[config.mk]
export PLATFORM = sky130hd
export DESIGN_NAME = ddsc_host_flat
export DESIGN_NICKNAME = d
export VERILOG_FILES = /design/src/include/ddsc_pkg.sv /design/src/include/ddsc_if.sv /design/src/core/ddsc_host.sv /design/src/flat_wrapper.sv
export SDC_FILE = /design/constraint.sdc
export NUM_CORES = 1
export LEC_CHECK = 0
export BUFFER_PORTS_ARGS = -buffer_cell sky130_fd_sc_hd__buf_4
export CORE_MARGIN = 5
export CORE_UTILIZATION = 57
export CTS_CLUSTER_DIAMETER = 200
export DETAILED_ROUTE_END_ITERATION = 8
export GPL_TIMING_DRIVEN = 0
export HOLD_SLACK_MARGIN = 0.12
export PLACE_DENSITY_LB_ADDON = 0.15
export SLEW_MARGIN = 20
export SYNTH_ARGS = -nofsm -noshare
export SYNTH_HDL_FRONTEND = slang
export SYNTH_SLANG_ARGS = --single-unit
[constraint.sdc]
create_clock -name I_CLK -period 2.29 [get_ports I_CLK]
set_input_delay 0.229 -clock I_CLK [delete_from_list [all_inputs] [get_ports I_CLK]]
set_output_delay 0.229 -clock I_CLK [all_outputs]
set_load 0.01 [all_outputs]
[src/include/ddsc_pkg.sv]
package ddsc_pkg;
  // Word geometry
  localparam int WORD_BITS = 16;
  localparam int CODE_BITS = 8;
  localparam int CNT_BITS = 5;
  // Bit positions inside the received word, first bit in at the top
  localparam int POS_SPARE_FIRST = 15;
  localparam int POS_SPARE_SECOND = 14;
  localparam int POS_SPARE_THIRD = 13;
  localparam int POS_SHUTDOWN_B = 12;
  localparam int POS_SHUTDOWN_A = 11;
  localparam int POS_SPARE_FOURTH = 10;
  localparam int POS_LOAD_B = 9;
  localparam int POS_LOAD_A = 8;
  localparam int POS_CODE_MSB = 7;
  localparam int POS_CODE_LSB = 0;
  // Reset values
  localparam logic [7:0] CODE_RST = 8'h00;
  localparam logic [15:0] WORD_RST = 16'h0000;
  localparam logic SHUTDOWN_RST = 1'b1;
  // Host timing: the link clock is the system clock divided by 2*HALF_DIV
  localparam int SYS_CLK_MHZ = 100;
  localparam int LINK_MAX_MHZ = 25;
  localparam int HALF_DIV = (SYS_CLK_MHZ + 2 * LINK_MAX_MHZ - 1) / (2 * LINK_MAX_MHZ);
  localparam int SEL_SETUP_NS = 50;
  localparam int SEL_SETUP_CYC = (SEL_SETUP_NS * SYS_CLK_MHZ + 999) / 1000;
  localparam int SEL_HIGH_NS = 50;
  localparam int SEL_HIGH_CYC = (SEL_HIGH_NS * SYS_CLK_MHZ + 999) / 1000;
  localparam logic [7:0] TIMER_ONE = 8'h01;
  localparam logic [4:0] CNT_ONE = 5'h01;
  localparam logic [4:0] CNT_WORD = 5'h10;
endpackage

[src/include/ddsc_if.sv]
`timescale 1ns/1ns
interface ddsc_if;
  logic sel_n;
  logic sclk;
  logic sdata;
  modport host (output sel_n, output sclk, output sdata);
  modport device (input sel_n, input sclk, input sdata);
endinterface

[src/core/ddsc_host.sv]
`timescale 1ns/1ns
module ddsc_host (
  // Clock and reset
  input wire logic I_CLK,
  input wire logic I_RESET_N,
  // Write request
  input wire logic I_VALID,
  input wire logic [15:0] I_WORD,
  output logic O_READY,
  // Link
  ddsc_if.host LINK
);
  typedef enum logic [3:0] {
    ST_IDLE = 4'b0001,
    ST_SETUP = 4'b0010,
    ST_SHIFT = 4'b0100,
    ST_GAP = 4'b1000
  } ddsc_state_t;

  ddsc_state_t state_r;
  logic [15:0] word_r;
  logic [7:0] timer_r;
  logic [4:0] cnt_r;
  logic sclk_r;
  logic sel_n_r;

  assign O_READY = (state_r == ST_IDLE);
  assign LINK.sel_n = sel_n_r;
  assign LINK.sclk = sclk_r; // idle low
  assign LINK.sdata = word_r[ddsc_pkg::WORD_BITS-1]; // MSB first

  // Frame sequencer; the divider keeps the link clock at or under its limit
  always_ff @(posedge I_CLK or negedge I_RESET_N) begin
    if (!I_RESET_N) begin
      state_r <= ST_IDLE;
      word_r <= ddsc_pkg::WORD_RST;
      timer_r <= '0;
      cnt_r <= '0;
      sclk_r <= 1'b0;
      sel_n_r <= 1'b1;
    end else begin
      unique case (state_r)
        ST_IDLE: begin
          if (I_VALID) begin
            word_r <= I_WORD; // layout carried by caller
            sel_n_r <= 1'b0;
            timer_r <= 8'(ddsc_pkg::SEL_SETUP_CYC);
            cnt_r <= '0;
            state_r <= ST_SETUP;
          end
        end
        ST_SETUP: begin
          if (timer_r == ddsc_pkg::TIMER_ONE) begin
            timer_r <= 8'(ddsc_pkg::HALF_DIV);
            sclk_r <= 1'b1; // data already stable
            state_r <= ST_SHIFT;
          end else begin
            timer_r <= timer_r - ddsc_pkg::TIMER_ONE;
          end
        end
        ST_SHIFT: begin
          if (timer_r == ddsc_pkg::TIMER_ONE) begin
            timer_r <= 8'(ddsc_pkg::HALF_DIV);
            if (sclk_r) begin
              sclk_r <= 1'b0; // data changes on falling edge
              word_r <= {word_r[ddsc_pkg::WORD_BITS-2:0], 1'b0};
              cnt_r <= cnt_r + ddsc_pkg::CNT_ONE;
              if (cnt_r == ddsc_pkg::CNT_WORD - ddsc_pkg::CNT_ONE) begin
                timer_r <= 8'(ddsc_pkg::SEL_SETUP_CYC);
                state_r <= ST_GAP;
              end
            end else begin
              sclk_r <= 1'b1;
            end
          end else begin
            timer_r <= timer_r - ddsc_pkg::TIMER_ONE;
          end
        end
        ST_GAP: begin
          // Hold after last edge, then raise select and keep it high a while
          if (timer_r == ddsc_pkg::TIMER_ONE) begin
            if (sel_n_r) begin
              state_r <= ST_IDLE;
            end else begin
              sel_n_r <= 1'b1; // execute
              timer_r <= 8'(ddsc_pkg::SEL_HIGH_CYC);
            end
          end else begin
            timer_r <= timer_r - ddsc_pkg::TIMER_ONE;
          end
        end
      endcase
    end
  end
endmodule // ddsc_host

[src/flat_wrapper.sv]
// flat-port wrapper written by rule: the top's interface ports become plain ports
module ddsc_host_flat 
  (I_CLK, I_RESET_N, I_VALID, I_WORD, O_READY, LINK_sel_n, LINK_sclk, LINK_sdata);
  ddsc_if LINK_i ();
  input wire logic I_CLK;
  input wire logic I_RESET_N;
  input wire logic I_VALID;
  input wire logic [15:0] I_WORD;
  output logic O_READY;
  output wire logic [$bits(LINK_i.sel_n)-1:0] LINK_sel_n;
  output wire logic [$bits(LINK_i.sclk)-1:0] LINK_sclk;
  output wire logic [$bits(LINK_i.sdata)-1:0] LINK_sdata;
  assign LINK_sel_n = LINK_i.sel_n;
  assign LINK_sclk = LINK_i.sclk;
  assign LINK_sdata = LINK_i.sdata;
  ddsc_host u_core (.I_CLK(I_CLK), .I_RESET_N(I_RESET_N), .I_VALID(I_VALID), .I_WORD(I_WORD), .O_READY(O_READY), .LINK(LINK_i));
endmodule
; ---- Word level (Yosys, flattened, before mapping)
; Index checks and enable logic that the tools add are counted.
; Widths: inputs -> output; s select.
[word_totals]
ff_bits = 35
latchBits = 0
ram_bits = 0
rom_bits = 0
in_bits = 19
out_inout_bits = 4
elab_cells = 60
n_memories = 0
[op_classes]
addsub = 2
multipliers = 0
div = 0
n_lt_le_gt_ge = 0
n_eq_ne = 14
n_shift = 0
n_mux = 30
n_bitwise = 0
n_reduce_logical = 8
[ops]
columns = cell, count
row1 = $mux 16, 3
row2 = $mux 8, 6
row3 = $pmux 16 s2, 1
row4 = $pmux 8 s4, 1
row5 = $mux 4, 7
row6 = $pmux 4 s4, 1
row7 = $mux 5, 3
row8 = $ne 2x1->1 const B, 6
row9 = $pmux 5 s2, 1
row10 = $eq 8x1->1 const B, 1
row11 = $sub 8x1->8 const B, 1
row12 = $reduce_and 7->1, 1
row13 = $reduce_and 3->1, 2
row14 = $reduce_bool 2->1, 3
row15 = $add 5x1->5 const B, 1
row16 = $eq 5x4->1 const B, 1
row17 = $eq 4x1->1 const B, 1
row18 = $eq 4x2->1 const B, 1
row19 = $eq 4x3->1 const B, 1
row20 = $eq 4x4->1 const B, 1
row21 = $mux 1, 4
row22 = $pmux 1 s2, 2
row23 = $reduce_and 4->1, 1
row24 = $mux 3, 1
row25 = 3 further kinds, 3

; ---- Logic depth before layout (Yosys ltp)
[logic_depth]
ltp_word = 5
ltp_mapped = 8
depth_no_buf = 7

; ---- Least setup slack after synthesis
; Ideal clock, no wire load.
[synth_path]
path_type = reg2reg
start = register u_core.timer_r[1]
end = register u_core.cnt_r[2]
setup_ns = 0.126
t_arrival_ns = 1.743
required_ns = 2.164
slack_ns = 0.421
stages_incl_launch_ff = 8
path_buffers = 1
period_less_slack_ns = 1.869
cell_sequence = dfrtp_1 inv_1 ha_1 nor3b_1 nand4_2 and2_1 buf_6 a221o_1
[synth_via]
elab_chain_cells = 3
[synth_lines]
columns = item, line_no
row1 = start: declaration, ddsc_host.sv:22  ; logic [7:0] timer_r;
row2 = start signal: assignment, ddsc_host.sv:47  ; timer_r <= 8'(ddsc_pkg::SEL_SETUP_CYC);
row3 = start signal: assignment, ddsc_host.sv:54  ; timer_r <= 8'(ddsc_pkg::HALF_DIV);
row4 = start signal: assignment, ddsc_host.sv:58  ; timer_r <= timer_r - ddsc_pkg::TIMER_ONE;
row5 = $eq 8x1->1, ddsc_host.sv:62  ; if (timer_r == ddsc_pkg::TIMER_ONE) begin
row6 = $ne 2x1->1 (no line), -
row7 = $reduce_and 4->1 (no line), -
row8 = end signal: assignment, ddsc_host.sv:67  ; cnt_r <= cnt_r + ddsc_pkg::CNT_ONE;
row9 = end: declaration, ddsc_host.sv:23  ; logic [4:0] cnt_r;
; No other way between the ends.
; A chain may end at the register's enable or synchronous reset.

; ---- Worst setup path after layout
; Same ends and word-level chain as after synthesis.

==> impl_metrics.tcl <==
set metrics [dict create \
    cts_setup_buffers 0 \
    cp-end-kind "flip-flop" \
    diodes 0 \
    setup_tns_ns 0 \
    seq_area_sq_um 878 \
    clockBufferDepth 2 \
    swShare_pct 20.3 \
    top_usage_layer "met2" \
    finalHoldViolCount 0 \
    final_common_cell "dfrtp_1" \
    fillers 268 \
    hp-start "I_VALID" \
    gp_congestion 0.806 \
    multiInputGateArea_sq_um 987 \
    holdPathStages 3 \
    worst_slew_pin_slew_ns 0.623 \
    syn-num-nets 217 \
    power.switching_mw 0.231 \
    cp_slowest_cell "nor3b_1" \
    die-area_sq_um 4720 \
    finalClockSkew_ns 0.00794 \
    power_frac_seq_pct 54.9 \
    finalCritPeriodShare_pct 95.3 \
    ys_warn_count 0 \
    synth_area_sq_um 1960 \
    clk_latency_ns 0.33 \
    drive_gt1_share_pct 23.0 \
    clkSinkCount 35 \
    hpwl_microns 3060 \
    arrival_ns 2.41 \
    grt_pass1_vias 1585 \
    syn_area_per_cell_sq_um 10.1 \
    antenna_found_initial 0 \
    r2r_end "u_core.cnt_r[2]" \
    path_clk_slew_ns 0.11 \
    cts_tree "done" \
    hold_path.class "primary input to flip-flop" \
    pwr_density_cell_nw_per_um2 494 \
    grt_use_total_pct 20.5 \
    drtIter0Drc 89 \
    routed_via_density 5.95 \
    crit_start "u_core.timer_r[1]" \
    grt_overflow 0 \
    place_inst 262 \
    path_cells "inv_1, ha_1, nor3b_1, nand4_2, and2_1, buf_6, a221o_1" \
    power_frac_clock_pct 41.1 \
    die_x_microns 68.7 \
    yosysSeqAreaShare_pct 44.7 \
    max_freq_mhz 458 \
    slew_headroom_pct 58.4 \
    synth_edf_count 0 \
    ys.flop_type "dfrtp_1" \
    intPower_mw 0.905 \
    cts_made_buffers 5 \
    wl_per_cell_microns 15.5 \
    grt_max_degree 36 \
    antenna_left 0 \
    required_ns 2.51 \
    rr_worst_depth 7 \
    critPathMaxStageDelay_ns 0.52 \
    met3_usage_pct 3.89 \
    hold_end "u_core.word_r[0]" \
    status "finished, final reports clean" \
    leakagePower_nw 1.15 \
    coreArea_sq_um 3340 \
    r2r-start "u_core.timer_r[1]" \
    maxCapViolations 0 \
    wl_microns 4230 \
    nets 248 \
    io_buffers 22 \
    ys_seq_elements 35 \
    drv_slew 0 \
    area_growth_pct 17.1 \
    htree_levels 2 \
    die_height_microns 68.7 \
    layout_common_cells "33 x dfrtp_1, 25 x buf_4, 20 x nand3_1, 15 x mux2i_1, 12 x o21ai_0" \
    rows 21 \
    grt_util_met2_pct 34.3 \
    grt_pass1_wl_microns 7220 \
    pwr-share-comb_pct 4.0 \
    critPathMaxFanout 9 \
    async_reset_ff_share_pct 100 \
    period_needed_ns 2.18 \
    netlist_instances 194 \
    drc_errors 0 \
    vias 1619 \
    stdcell_count 272 \
    first_pass_iters 5 \
    initial_core_util_pct 58.9 \
    synth_cell_type_count 47 \
    crit_path_start_kind "flip-flop" \
    ir_drop_mv 0.345 \
    ff2ff_setup_slack_ns 0.11 \
    rsz0062_at_grt "false" \
    grt_util_met1_pct 26.8 \
    ios 23 \
    cts-root-buf "clkbuf_4" \
    setup_viol 0 \
    critical_path_class "flip-flop to flip-flop" \
]
## state kept, by name (all words and copies together) (netlist names)
name and cells:
u_core.state_r 4, u_core.LINK.sel_n 1, u_core.timer_r 8, u_core.cnt_r 5
u_core.LINK.sclk 1, u_core.word_r 16
## metal layers
layer / part of all wire, % / up-vias / wire length (microns)
met2: 49 / 46 / 2050
li1: - / 781 / -
met1: 46 / 787 / 1940
met4: 1.2 / 0 / 50
met5: 0 / - / 0
met3: 4.4 / 5 / 186
## worst max-delay path: cells and delay by family, from the launching register on
family          cells  cell delay, ns
flops               1            0.41
buf+inv             2            0.21
fa+ha+maj           1            0.13
simple gates        3            0.98
compound gates      1            0.33
## synthesized netlist by cell type, drive strengths merged, types with 3 or more instances
| library cell | count | area [sq um] |
|---|---|---|
| nor2 | 7 | 28.8 |
| nand3 | 20 | 100 |
| a221o | 6 | 60.1 |
| and3 | 6 | 37.5 |
| nand2 | 8 | 30.0 |
| a21oi | 5 | 25.0 |
| ha | 4 | 50.1 |
| inv | 7 | 26.3 |
| clkbuf | 4 | 15.0 |
| nor4 | 4 | 40.0 |
| mux2i | 15 | 150 |
| nor3 | 6 | 30.0 |
| or3 | 3 | 18.8 |
| nor4b | 3 | 62.6 |
| nor2b | 5 | 31.3 |
| buf | 10 | 63.8 |
| dfrtp | 33 | 826 |
| o21ai | 21 | 105 |
## worst max-delay path by stage
stage | endpoint | slack, ns | depth (start not counted)
after floorplan | u_core.cnt_r[2] | 0.42 | 7
after global placement | u_core.cnt_r[2] | 0.24 | 7
after detailed placement | u_core.cnt_r[2] | 0.14 | 7
after CTS | u_core.cnt_r[2] | 0.10 | 7
after global routing | u_core.timer_r[7] | 0.0006 | 7
final | u_core.cnt_r[2] | 0.11 | 7
## power by group through the flow
stage | registers [mW] | clock network [mW] | logic, mW
5_1_grt | 0.624 | 0.510 | 0.0518
3_3_place_gp | 0.635 | 0 | 0.0425
4_1_cts | 0.624 | 0.477 | 0.0473
6_report | 0.624 | 0.467 | 0.0459
2_1_floorplan | 0.635 | 0 | 0.00509
3_5_place_dp | 0.635 | 0 | 0.0445
## area by class of cell
class | instances | share of cell area, %
plain buffers | 14 | 3.43
inverters | 7 | 1.14
well taps | 46 | 2.50
multi-input cells | 138 | 42.9
repair buffers | 24 | 8.05
clock inverters | 2 | 1.52
flip-flops and latches | 35 | 38.2
clock buffers | 6 | 2.23
## per-stage QoR
| stage | util, % | worst slack (ns) | power [mW] | hold WS (ns) | area, sq um |
|---|---|---|---|---|---|
| 2_1_floorplan | - | 0.421 | 0.641 | -0.0666 | 1960 |
| 3_3_place_gp | 65.5 | 0.244 | 0.678 | 0.198 | 2190 |
| 3_5_place_dp | 65.5 | 0.139 | 0.680 | 0.208 | 2190 |
| 4_1_cts | 68.7 | 0.104 | 1.15 | 0.152 | 2290 |
| 5_1_grt | 68.9 | 0.000629 | 1.19 | 0.142 | 2300 |
| 6_report | 68.9 | 0.107 | 1.14 | 0.154 | 2300 |
## what timing repair did
| item | CTS | global route |
|---|---|---|
| hold endpoints to repair | 34 | 0 |
| resized for setup | 0 | 1 |
| setup endpoints to repair | 0 | 1 |
| hold buffers | 2 | 0 |
## cell families after synthesis
logic type                 count (synthesis)  share of synthesized area [%]
adders and majority gates                  4                           2.55
AOI/OAI and AO/OA                         45                           15.5
muxes                                     16                           8.22
and+or+nand+nor                           72                           23.2
buffers and inverters                     21                           5.35
DFF                                       35                           44.7
xor gates and xnor gates                   1                          0.446
(Power assumes the default switching activity.)
